===== src/rwc_regs.svh =====
`ifndef RWC_REGS_SVH
`define RWC_REGS_SVH

// Register addresses on the plain register port.
`define RWC_ADDR_STATUS     8'h00
`define RWC_ADDR_CTRL       8'h01
`define RWC_ADDR_MISC       8'h02

// Status register fields.
`define RWC_STAT_POWERON    0
`define RWC_STAT_EXTERNAL   1
`define RWC_STAT_BROWNOUT   2
`define RWC_STAT_WDOG       3

// Watchdog control register fields.
`define RWC_CTRL_PERIOD_LO  0
`define RWC_CTRL_RESET_EN   3
`define RWC_CTRL_UNLOCK     4
`define RWC_CTRL_PERIOD_HI  5
`define RWC_CTRL_IRQ_EN     6
`define RWC_CTRL_TIMEOUT    7

// Miscellaneous register fields.
`define RWC_MISC_CMP_BG     0

// Reset values.
`define RWC_STATUS_RST      4'h1
`define RWC_PERIOD_RST      4'h0

// Watchdog timing: base limit in oscillator cycles, top period select, unlock window in clock cycles.
`define RWC_WDOG_MIN_CYC    21'h000800
`define RWC_WDOG_MAX_SEL    4'h9
`define RWC_UNLOCK_CYC      3'h4

// Clock rate and derived times.
`define RWC_CLK_MHZ         125
`define RWC_BOD_MIN_NS      2000
`define RWC_BOD_MIN_CYC     ((`RWC_BOD_MIN_NS * `RWC_CLK_MHZ + 999) / 1000)
`define RWC_STARTUP_US      1000
`define RWC_STARTUP_CYC     (`RWC_STARTUP_US * `RWC_CLK_MHZ)

`endif


===== src/rwc_pkg.sv =====
package rwc_pkg;

  typedef enum logic [1:0] {
    RWC_HOLD,
    RWC_COUNT,
    RWC_RUN
  } rwc_state_t;

endpackage


===== src/rwc_top.sv =====
// Notes on behaviour
// Any reset returns control registers to initial values; core restarts at reset vector.
// Port reset asserts asynchronously from active sources, needing no clock; here only pin and power-on do, brown-out and watchdog need the clock.
// After all sources drop, a fuse-selected delay holds reset before running.
// Four reset sources merge: power-on, external pin, watchdog, brown-out.
// Power-on indication asserts reset at once; its release starts the delay.
// External pin low resets without clock; delay runs after it rises.
// Enabled brown-out asserts reset at once; delay completes after it clears.
// Brown-out counts only when low supply lasts beyond the minimum duration.
// Watchdog reset is a one-cycle pulse; delay starts on its falling edge.
// Bandgap is on for brown-out, comparator select, ADC or DAC.
// Watchdog counts its own oscillator ticks and acts at the selected limit.
// Restart instruction clears the watchdog counter to zero.
// Modes are interrupt, reset, and interrupt then switch to reset.
// Watchdog keeps running in sleep so its interrupt can wake the core.
// Always-on fuse forces reset mode: reset enable one, interrupt enable zero.
// Firmware opens a change by writing unlock and reset enable together.
// Within four cycles one write with unlock clear may change protected fields; here every such write inside the open window does.
// Period select chooses time-outs from the shortest to the longest setting.
// Shortening the period does not clear the counter and may time out.
// After watchdog reset, reset mode stays until flag then enable are cleared.
// Reset enable reads one while watchdog reset flag is set.
// Hardware clears the unlock bit four clock cycles after it is set.
// Time-out flag sets in interrupt mode; clears on vector or writing one.
// A watchdog-caused reset sets the watchdog reset flag.
// Protected fields ignore changes outside an open unlock window.
//
// The address-and-strobe port and the register addresses were left to the implementer.
`timescale 1ns/100ps
`include "rwc_regs.svh"

module rwc_top #(
  parameter int unsigned STARTUP_BASE_CYC = `RWC_STARTUP_CYC,
  parameter int unsigned BOD_MIN_CYC      = `RWC_BOD_MIN_CYC
) (
  input  wire logic       ref_clk_in,
  input  wire logic       arst_n_in,
  input  wire logic       ce_in,
  input  wire logic       por_low_in,
  input  wire logic       reset_pin_n_in,
  input  wire logic       brownout_low_in,
  input  wire logic [2:0] brownout_level_fuse_in,
  input  wire logic [1:0] startup_time_fuse_in,
  input  wire logic       wdog_forced_on_fuse_in,
  input  wire logic       wdog_osc_tick_in,
  input  wire logic       wdog_restart_in,
  input  wire logic       irq_ack_in,
  input  wire logic       adc_enable_in,
  input  wire logic       dac_enable_in,
  input  wire logic [7:0] addr_in,
  input  wire logic [7:0] wr_data_in,
  input  wire logic       wr_en_in,
  input  wire logic       rd_en_in,
  output logic      [7:0] rd_data_out,
  output logic            sys_reset_out,
  output logic            wdog_irq_out,
  output logic            bandgap_en_out
);

  function automatic logic [20:0] wdog_limit(input logic [3:0] sel);
    logic [3:0] s;
    s = (sel > `RWC_WDOG_MAX_SEL) ? `RWC_WDOG_MAX_SEL : sel;
    return `RWC_WDOG_MIN_CYC << s;
  endfunction

  // Reset merge and start-up delay.
  rwc_pkg::rwc_state_t state_q;
  rwc_pkg::rwc_state_t state_d;
  logic [23:0]         delay_q;
  logic [23:0]         delay_d;
  logic                sys_rst_q;
  logic                wdog_pulse_q;
  logic                bod_det_q;
  logic [11:0]         bod_cnt_q;

  // Watchdog and registers.
  logic [20:0]         wdog_cnt_q;
  logic [3:0]          period_q;
  logic                wde_q;
  logic                wdog_irq_enable_q;
  logic                wdog_timeout_flag_q;
  logic [2:0]          unlock_q;
  logic                comparator_bandgap_select_q;
  logic [3:0]          status_q;
  logic                irq_q;
  logic                bandgap_q;
  logic [7:0]          rd_data_q;

  wire logic bod_enable = (brownout_level_fuse_in != 3'h7);
  // The pin and the power-on indication reset the sequencer directly, with no clock needed.
  wire logic rst_src_n  = arst_n_in & reset_pin_n_in & ~por_low_in;
  wire logic src_active = ~reset_pin_n_in | por_low_in | bod_det_q | wdog_pulse_q;
  wire logic [23:0] startup_cyc = 24'(STARTUP_BASE_CYC) << startup_time_fuse_in;

  always_comb
  begin
    state_d = state_q;
    delay_d = delay_q;
    if (src_active)
    begin
      state_d = rwc_pkg::RWC_HOLD;
      delay_d = startup_cyc;
    end
    else
    begin
      unique case (state_q)
        rwc_pkg::RWC_HOLD:
        begin
          state_d = rwc_pkg::RWC_COUNT;
          delay_d = startup_cyc;
        end
        rwc_pkg::RWC_COUNT:
        begin
          if (delay_q <= 24'h000001)
          begin
            state_d = rwc_pkg::RWC_RUN;
          end
          delay_d = delay_q - 24'h000001;
        end
        rwc_pkg::RWC_RUN:
        begin
          state_d = rwc_pkg::RWC_RUN;
        end
      endcase
    end
  end

  always_ff @(posedge ref_clk_in or negedge rst_src_n)
  begin
    if (!rst_src_n)
    begin
      state_q   <= rwc_pkg::RWC_HOLD;
      delay_q   <= 24'h000000;
      sys_rst_q <= 1'b1;
    end
    else if (ce_in)
    begin
      state_q   <= state_d;
      delay_q   <= delay_d;
      sys_rst_q <= (state_d != rwc_pkg::RWC_RUN);
    end
  end

  // Brown-out filter.
  wire logic bod_low = brownout_low_in & bod_enable;

  always_ff @(posedge ref_clk_in or negedge arst_n_in)
  begin
    if (!arst_n_in)
    begin
      bod_cnt_q <= 12'h000;
      bod_det_q <= 1'b0;
    end
    else if (ce_in)
    begin
      bod_cnt_q <= (bod_low && !bod_det_q) ? bod_cnt_q + 12'h001 : 12'h000;
      bod_det_q <= bod_low && (bod_det_q || bod_cnt_q >= 12'(BOD_MIN_CYC));
    end
  end

  // Effective watchdog mode.
  wire logic eff_wde  = wde_q | status_q[`RWC_STAT_WDOG] | wdog_forced_on_fuse_in;
  wire logic eff_wdog_irq_enable = wdog_irq_enable_q & ~wdog_forced_on_fuse_in;
  wire logic wdog_on  = eff_wde | eff_wdog_irq_enable;
  wire logic expire   = wdog_on & wdog_osc_tick_in
                        & (wdog_cnt_q >= wdog_limit(period_q) - 21'h000001);
  wire logic irq_fire = expire & eff_wdog_irq_enable & ~(eff_wde & wdog_timeout_flag_q);
  wire logic rst_fire = expire & eff_wde & (~eff_wdog_irq_enable | wdog_timeout_flag_q);
  // A period change leaves the count alone, so a shorter period may expire at once.
  wire logic wdog_clr = ~wdog_on | wdog_restart_in | expire | sys_rst_q;

  always_ff @(posedge ref_clk_in or negedge arst_n_in)
  begin
    if (!arst_n_in)
    begin
      wdog_cnt_q   <= 21'h000000;
      wdog_pulse_q <= 1'b0;
    end
    else if (ce_in)
    begin
      wdog_pulse_q <= rst_fire;
      if (wdog_clr)
      begin
        wdog_cnt_q <= 21'h000000;
      end
      else if (wdog_osc_tick_in)
      begin
        wdog_cnt_q <= wdog_cnt_q + 21'h000001;
      end
    end
  end

  // Register port decode; one select word serves both the write and the read path.
  function automatic logic [2:0] reg_sel(input logic [7:0] addr);
    return {addr == `RWC_ADDR_MISC, addr == `RWC_ADDR_CTRL, addr == `RWC_ADDR_STATUS};
  endfunction

  wire logic [2:0] sel_hit = reg_sel(addr_in);
  wire logic wr_stat = wr_en_in & sel_hit[0];
  wire logic wr_ctrl = wr_en_in & sel_hit[1];
  wire logic wr_misc = wr_en_in & sel_hit[2];

  wire logic win_open   = (unlock_q != 3'h0);
  wire logic unlock_req = wr_ctrl & wr_data_in[`RWC_CTRL_UNLOCK]
                          & wr_data_in[`RWC_CTRL_RESET_EN];
  wire logic prot_write = wr_ctrl & win_open & ~wr_data_in[`RWC_CTRL_UNLOCK];

  wire logic [3:0] period_d = prot_write ? {wr_data_in[`RWC_CTRL_PERIOD_HI],
                                            wr_data_in[2:0]} : period_q;
  wire logic wde_clear = prot_write & ~wr_data_in[`RWC_CTRL_RESET_EN]
                         & ~status_q[`RWC_STAT_WDOG];
  wire logic wde_set   = wr_ctrl & wr_data_in[`RWC_CTRL_RESET_EN];
  wire logic wde_d     = wde_set | (wde_q & ~wde_clear);
  wire logic wdog_irq_enable_d    = wr_ctrl ? wr_data_in[`RWC_CTRL_IRQ_EN]
                                 : (wdog_irq_enable_q & ~(irq_ack_in & eff_wde));
  wire logic wdog_timeout_flag_clr  = (wr_ctrl & wr_data_in[`RWC_CTRL_TIMEOUT]) | irq_ack_in;
  wire logic wdog_timeout_flag_d    = irq_fire | (wdog_timeout_flag_q & ~wdog_timeout_flag_clr);
  wire logic [2:0] unlock_d = unlock_req ? `RWC_UNLOCK_CYC
                              : (win_open ? unlock_q - 3'h1 : 3'h0);
  wire logic comparator_bandgap_select_d    = wr_misc ? wr_data_in[`RWC_MISC_CMP_BG] : comparator_bandgap_select_q;

  // Control fields; a running reset sequence holds them at their initial values.
  always_ff @(posedge ref_clk_in or negedge arst_n_in)
  begin
    if (!arst_n_in)
    begin
      period_q <= `RWC_PERIOD_RST;
      wde_q    <= 1'b0;
      wdog_irq_enable_q   <= 1'b0;
      wdog_timeout_flag_q   <= 1'b0;
    end
    else if (ce_in && sys_rst_q)
    begin
      period_q <= `RWC_PERIOD_RST;
      wde_q    <= 1'b0;
      wdog_irq_enable_q   <= 1'b0;
      wdog_timeout_flag_q   <= 1'b0;
    end
    else if (ce_in)
    begin
      period_q <= period_d;
      wde_q    <= wde_d;
      wdog_irq_enable_q   <= wdog_irq_enable_d;
      wdog_timeout_flag_q   <= wdog_timeout_flag_d;
    end
  end

  always_ff @(posedge ref_clk_in or negedge arst_n_in)
  begin
    if (!arst_n_in)
    begin
      unlock_q <= 3'h0;
    end
    else if (ce_in)
    begin
      unlock_q <= sys_rst_q ? 3'h0 : unlock_d;
    end
  end

  always_ff @(posedge ref_clk_in or negedge arst_n_in)
  begin
    if (!arst_n_in)
    begin
      comparator_bandgap_select_q <= 1'b0;
    end
    else if (ce_in)
    begin
      comparator_bandgap_select_q <= sys_rst_q ? 1'b0 : comparator_bandgap_select_d;
    end
  end

  // Reset cause flags; write zero clears, a new cause wins over the clear.
  wire logic [3:0] stat_keep = wr_stat ? (status_q & wr_data_in[3:0]) : status_q;
  wire logic [3:0] stat_set  = {wdog_pulse_q, bod_det_q, ~reset_pin_n_in, 1'b0};
  localparam logic [3:0] STAT_RST = `RWC_STATUS_RST;
  wire logic [3:0] status_d;

  // Power-on presets the whole word, so it overrides every per-bit merge.
  for (genvar i = 0; i < 4; i++)
  begin : g_stat
    assign status_d[i] = por_low_in ? STAT_RST[i] : (stat_keep[i] | stat_set[i]);
  end

  always_ff @(posedge ref_clk_in or negedge arst_n_in)
  begin
    if (!arst_n_in)
    begin
      status_q <= `RWC_STATUS_RST;
    end
    else if (ce_in)
    begin
      status_q <= status_d;
    end
  end

  // Read data and registered outputs.
  wire logic [7:0] ctrl_rd = {wdog_timeout_flag_q, eff_wdog_irq_enable, period_q[3], win_open, eff_wde,
                              period_q[2:0]};
  wire logic [7:0] rd_mux  = sel_hit[0] ? {4'h0, status_q} :
                             sel_hit[1] ? ctrl_rd :
                             sel_hit[2] ? {7'h00, comparator_bandgap_select_q} : 8'h00;
  wire logic bandgap_d = bod_enable | comparator_bandgap_select_q | adc_enable_in | dac_enable_in;
  wire logic [7:0] rd_data_d = rd_en_in ? rd_mux : 8'h00;
  wire logic irq_d     = wdog_timeout_flag_d & eff_wdog_irq_enable;

  always_ff @(posedge ref_clk_in or negedge arst_n_in)
  begin
    if (!arst_n_in)
    begin
      rd_data_q <= 8'h00;
    end
    else if (ce_in)
    begin
      rd_data_q <= rd_data_d;
    end
  end

  always_ff @(posedge ref_clk_in or negedge arst_n_in)
  begin
    if (!arst_n_in)
    begin
      irq_q <= 1'b0;
    end
    else if (ce_in)
    begin
      irq_q <= irq_d;
    end
  end

  always_ff @(posedge ref_clk_in or negedge arst_n_in)
  begin
    if (!arst_n_in)
    begin
      bandgap_q <= 1'b0;
    end
    else if (ce_in)
    begin
      bandgap_q <= bandgap_d;
    end
  end

  assign rd_data_out    = rd_data_q;
  assign sys_reset_out  = sys_rst_q;
  assign wdog_irq_out   = irq_q;
  assign bandgap_en_out = bandgap_q;

endmodule


===== config.mk =====
export PLATFORM = sky130hd
export DESIGN_NAME = rwc_top
export DESIGN_NICKNAME = d
export VERILOG_FILES = /design/src/rwc_pkg.sv /design/src/rwc_top.sv
export VERILOG_INCLUDE_DIRS = /design/src
export SDC_FILE = /design/constraint.sdc
export NUM_CORES = 1
export LEC_CHECK = 0
export ABC_AREA = 1
export CORE_UTILIZATION = 40
export DETAILED_ROUTE_END_ITERATION = 7
export DONT_BUFFER_PORTS = 1
export GPL_ROUTABILITY_DRIVEN = 1
export PLACE_DENSITY = 0.63
export SLEW_MARGIN = 40
export SYNTH_ARGS = -nofsm -noshare
export SYNTH_HDL_FRONTEND = slang
export SYNTH_SLANG_ARGS = --single-unit

===== constraint.sdc =====
create_clock -name ref_clk_in -period 6 [get_ports ref_clk_in]
set_input_delay 0 -clock ref_clk_in [delete_from_list [all_inputs] [get_ports ref_clk_in]]
set_output_delay 0 -clock ref_clk_in [all_outputs]
set_load 0.05 [all_outputs]

; ---- Word level (Yosys, flattened, before mapping)
; Index checks and enable logic that the tools add are counted.
[totals]
ff_bits = 87
output_inout_bits = 11
inputBits = 35
word_cells = 146
[classes]
bitwise = 59
add_sub_neg = 5
n_reduce_logical = 19
shift = 2
eq_ne = 6
muxes = 33
order_cmp = 4
[ops]
columns = operator, count
row1 = 24-bit case mux with 2 select lines, 1
row2 = 21-bit 2-to-1 mux, 2
row3 = 1-bit AND, 27
row4 = "24-bit by 1-bit less-or-equal comparator with 1-bit output, second input constant", 1
row5 = 24-bit 2-to-1 mux, 1
row6 = 8-bit 2-to-1 mux, 3
row7 = "17-bit by 2-bit left shift with 24-bit output, first input constant", 1
row8 = "24-bit by 1-bit subtractor with 24-bit output, second input constant", 1
row9 = "21-bit by 1-bit adder with 21-bit output, second input constant", 1
row10 = 21-bit >= comparator, 1
row11 = "12-bit by 4-bit left shift with 21-bit output, first input constant", 1
row12 = "21-bit by 1-bit subtractor with 21-bit output, second input constant", 1
row13 = 4-bit 2-to-1 mux, 5
row14 = 1-bit bitwise OR, 19
row15 = 1-bit 2-to-1 mux, 14
row16 = "12-bit by 1-bit adder with 12-bit output, second input constant", 1
row17 = "12-bit by 8-bit >= comparator with 1-bit output, second input constant", 1
row18 = 12-bit 2-to-1 mux, 1
row19 = 1-bit NOT, 12
row20 = 2-bit AND reduction, 5
row21 = 2-bit nonzero test, 5
row22 = 3-bit 2-to-1 mux, 3
row23 = "8-bit by 1-bit equality test with 1-bit output, second input constant", 1
row24 = "8-bit by 2-bit equality test with 1-bit output, second input constant", 1
row25 = 15 further kinds, 19

; ---- Logic depth before layout (Yosys ltp)
[logic_depth]
ltp_word = 11
depth_mapped = 19
depth_no_buf = 18

; ---- Worst setup path before layout
; OpenSTA, ideal clock, no wires.
[synth_timing]
kind = register to register
startpoint = register period_q[2]
endpoint = register wdog_cnt_q[14]
setup_slack_ps = 3489
required_ps = 5876
stages_incl_launch_ff = 20
arrival_time_ps = 2387
period_less_slack_ps = 2511
setup_ps = 124
path_buffers = 2
path_cell_list = dfrtp_1 -> clkbuf_1 -> nor2_1 -> inv_1 -> nor3_1 -> inv_1 -> ha_1 -> nand2_1 -> xor2_1 -> ha_1 -> nand2_1 -> nor2_1 -> nand2_1 -> nor2_1 -> a21oi_2 -> nand2_2 -> nand2_4 -> nand2_8 -> buf_12 -> a21oi_2
[synth_via]
elab_chain_len = 10
word_cells_on_any_way = 11
cone_classes = 1 x add/sub / 2 x order compare / 1 x shift / 2 x mux / 3 x bitwise / 2 x reduce/logical
[synth_lines]
columns = item, line
row1 = "start, declared", rwc_top.sv:78  ; logic [3:0] period_q;
row2 = "start signal, assigned", rwc_top.sv:227  ; period_q <= `RWC_PERIOD_RST;
row3 = "start signal, assigned", rwc_top.sv:234  ; period_q <= `RWC_PERIOD_RST;
row4 = "start signal, assigned", rwc_top.sv:241  ; period_q <= period_d;
row5 = 4-bit greater-than comparator (no source line), -
row6 = 4-bit 2-to-1 mux (*), rwc_top.sv:62  ; s = (sel > `RWC_WDOG_MAX_SEL) ? `RWC_WDOG_MAX_SEL : sel;
row7 = 12-bit by 4-bit left shift with 21-bit output (no source line) (*), -
row8 = 21-bit by 1-bit subtractor with 21-bit output (*), rwc_top.sv:166  ; & (wdog_cnt_q >= wdog_limit(period_q) - 21'h000001);
row9 = 21-bit >= comparator (*), rwc_top.sv:166
row10 = 1-bit AND (*), rwc_top.sv:166
row11 = 1-bit bitwise OR (*) (2 in series), rwc_top.sv:170  ; wire logic wdog_clr = ~wdog_on | wdog_restart_in | expire | sys_rst_q;
row12 = 2-bit nonzero test (no source line), -
row13 = 2-bit AND reduction (no source line), -
row14 = "end signal, assigned", rwc_top.sv:188  ; wdog_cnt_q <= wdog_cnt_q + 21'h000001;
row15 = "end, declared", rwc_top.sv:77  ; logic [20:0] wdog_cnt_q;
; Every way passes the cells marked *; elsewhere a longest branch is shown, timed or not.
; A chain may end at the register's enable or synchronous reset.

; ---- Worst setup path after layout
[layout_timing]
startpoint = register period_q[2]
endpoint = register wdog_cnt_q[8]
; The elaborated chain is that of the path after synthesis.

==> results.cfg <==
[clock_network]
cts_buffers = 9
clock-sinks = 87
tritoncts = yes
clockBufferDepth = 2
htree_levels = 3
cts_setup_buffers = 0
cts.clk_slew.worst_paths_ns = 0.07
cts_root_buf = clkbuf_16
clk_latency_ns = 0.35

[timing]
fin_crit_ns = 2.726
finalHoldViolCount = 0
rsz0062_at_grt = no
post-route-period-util_pct = 45.44
drv_slew = 0
clock.fmax_ghz = 0.3668
setup_viol_count_final = 0
slew_headroom_pct = 62.94
tightest_slew_ns = 0.5559
fin_tns_setup_ns = 0
fin_skew_ns = 0.01275

[critical_path]
crit_slowest_cell = dfrtp_1
cp_num_buf_inv = 2
cpPeakStageDelay_ns = 0.45
worstPathCellList = nor2_1 -> inv_1 -> nor3_1 -> inv_1 -> ha_1 -> nand2_1 -> xor2_1 -> ha_1 -> nand2_1 -> nor2_1 -> nand2_1 -> nor2_1 -> a21oi_2 -> nand2_2 -> nand2_4 -> nand2_8 -> a21oi_1
path_max_fanout = 18
r2r_cells = 17
required_ns = 6.21
startpoint_type = register
cp_data_arrival_time_ns = 2.93
crit_family = simple AND/OR/NAND/NOR gates
path_class = register to register
end_kind = register
cp_num_cells = 17

[logic_synthesis]
yosysWarnings = 0
synth_area_per_cell_sq_um = 7.484
synthArstFlopShare_pct = 100.0
yosysTopAreaCellShare_pct = 38.20
ys_seq_area_share_pct = 39.15
synthesis.nets = 807
synth_top_area_cell = dfrtp_1
synth_edf_count = 0
synthTopCellsByArea = dfrtp_1 38%, nand2_1 11%, inv_1 6.4%, nor2_1 6.3%, ha_1 6.3%
syn-cell-area_sq_mm = 0.005568
netlist_instances = 744
synth_cell_types = 45
synth_seq_cells = 87
ys.flop_type = dfrtp_1

[grt]
grtUsageMet2_pct = 31.65
grt_antenna_before_repair = 0
gr-usage-met1_pct = 24.97
grt_start_max_net_pins = 62
grtUsageTotal_pct = 19.32
grt_overflow_total = 0
grt-busiest-layer = met2
grt_pass1_vias = 4754
grt_pass1_wl_mm = 22.33
grtUsageMet3_pct = 4.135

[power_and_ir_drop]
ir_drop_v = 0.0001452
p_leak_nw = 2.926
total_power_w = 0.001324
power.density_mw_per_mm2 = 209.9

[floorplan]
num_io_pins = 46
dieArea_sq_mm = 0.01440
core_area_sq_mm = 0.01340
core.rowCount = 42
dieHeight_um = 120.0
fp.dieW_um = 120.0
initial_utilization_pct = 41.55

[finish]
fin_nets = 835
fin_util_pct = 47.08
synthToLayoutAreaGrowth_pct = 13.30
drive_above_1_share_pct = 8.366
num_antenna_cells = 0

[routing]
vias_per_cell = 5.198
drcViolationCount = 0
wl_mm = 13.25
wl_per_cell_um = 13.90
route.vias.total = 4954
drt_iter0_drc = 482
firstDrtPassIters = 5
postRouteAntennaNets = 0

[placed_design]
place_hpwl_mm = 9.353
gp_congestion = 0.8733
io_buffers = 0

[min_path]
hold_class = input pin to register
worstHoldPathCells = 3

[run_status]
status = finished clean

[job]
max_cap_viol_count = 0
-- layer usage --
metal	vias up	routed length [um]	share of wire, %
li1	2485	-	-
met1	2326	6188	47
met2	123	6203	47
met3	20	648	4.9
met4	0	204	1.5
met5	-	0	0
-- synth_stat cells, types with 5 or more instances --
cell type	number
nand2_1	168
o211ai_1	7
xnor2_1	5
nor3_1	19
inv_1	95
o22ai_1	5
nand2_2	6
nor2_1	94
a22o_1	6
nand4_1	18
o21ai_0	39
a21oi_2	11
nand3_1	41
ha_1	28
a21oi_1	41
xor2_1	15
nor2_2	7
dfrtp_1	85
-- final cells by class --
type                    count  area [sq um]
repair buffers             32         330.3
fillers                  1261          7092
flip-flops and latches     87          2180
clock inverters             4         28.78
clock buffers              12         266.5
inverters                 100         377.9
well taps                 176         220.2
multi-input cells         542          2905
-- report_power, final --
group	leakage [nW]	internal (W)	total [W]	switching [W]
Sequential	1.17	0.000606	0.000626	0.0000200
Combinational	1.61	0.0000495	0.000143	0.0000937
Clock	0.141	0.000315	0.000556	0.000241
-- path summary, 6_finish.rpt --
kind,startpoint,end,slack [ns]
max reg2reg,period_q[2]$_DFFE_PN0P_,wdog_cnt_q[8]$_DFFE_PN0P_,3.27
max in group asynchronous,arst_n_in,sys_reset_out$_DFFE_PN1P_,4.43
min in group asynchronous,arst_n_in,wdog_cnt_q[17]$_DFFE_PN0P_,0.19
max,period_q[2]$_DFFE_PN0P_,wdog_cnt_q[8]$_DFFE_PN0P_,3.27
min,ce_in,wdog_timeout_flag_q$_DFFE_PN0P_,0.03
min reg2reg,delay_q[23]$_DFFE_PN0P_,delay_q[23]$_DFFE_PN0P_,0.47
-- registers in the layout, summed over array words and instances (netlist names) --
signal / count
bandgap_en_out: 1
bod_cnt_q: 12
bod_det_q: 1
comparator_bandgap_select_q: 1
delay_q: 24
period_q: 4
rd_data_out: 8
state_q: 2
status_q: 4
sys_reset_out: 1
unlock_q: 3
wde_q: 1
wdog_cnt_q: 21
wdog_irq_enable_q: 1
wdog_irq_out: 1
wdog_pulse_q: 1
wdog_timeout_flag_q: 1
-- worst register-to-register path: cells and delay by family, from the launching register on --
family                     cells  cell delay (ns)
adders and majority gates      2             0.48
DFF                            1             0.45
and+or+nand+nor               10             1.29
xor gates and xnor gates       1             0.07
AOI/OAI and AO/OA              2             0.17
buffers and inverters          2             0.13
-- cells by family (layout without fill, tap and decap cells) --
group / Yosys count / in the layout / share of synthesized area, %
adder cells (fa/ha/maj): 28 / 28 / 6.292
AO/OA/AOI/OAI: 126 / 126 / 13.60
buffers and inverters: 115 / 148 / 8.719
other: 1 / 1 / 0.06735
flip-flops: 87 / 87 / 39.15
AND/OR/NAND/NOR: 367 / 367 / 29.03
XOR/XNOR: 20 / 20 / 3.146
-- repair_timing --
action,CTS,global route
hold endpoints to repair,132,0
resized for setup,0,0
hold buffers,31,0
-- cells in the final DEF, fill, tap and decap left out, types with 15 or more instances in the layout --
cell type      synthesis  routed
xor2_1                15      15
nand3_1               41      41
nand2_1              168     168
o21ai_0               39      39
nor3_1                19      19
inv_1                 95      95
nand4_1               18      18
a21oi_1               41      41
nor2_1                94      93
dlygate4sd3_1          0      29
dfrtp_1               85      85
ha_1                  28      28
-- stage by stage --
step	hold WS [ns]	cell area (sq um)	cells	setup slack [ns]
2_1_floorplan	-0.2956	5568	744	3.489
3_3_place_gp	-0.2943	5690	906	3.442
3_5_place_dp	-0.2941	5690	906	3.319
4_1_cts	0.02888	6314	953	3.296
5_1_grt	0.05173	6309	953	3.013
6_report	0.03178	6309	953	3.274
(Power assumes the default switching activity.)
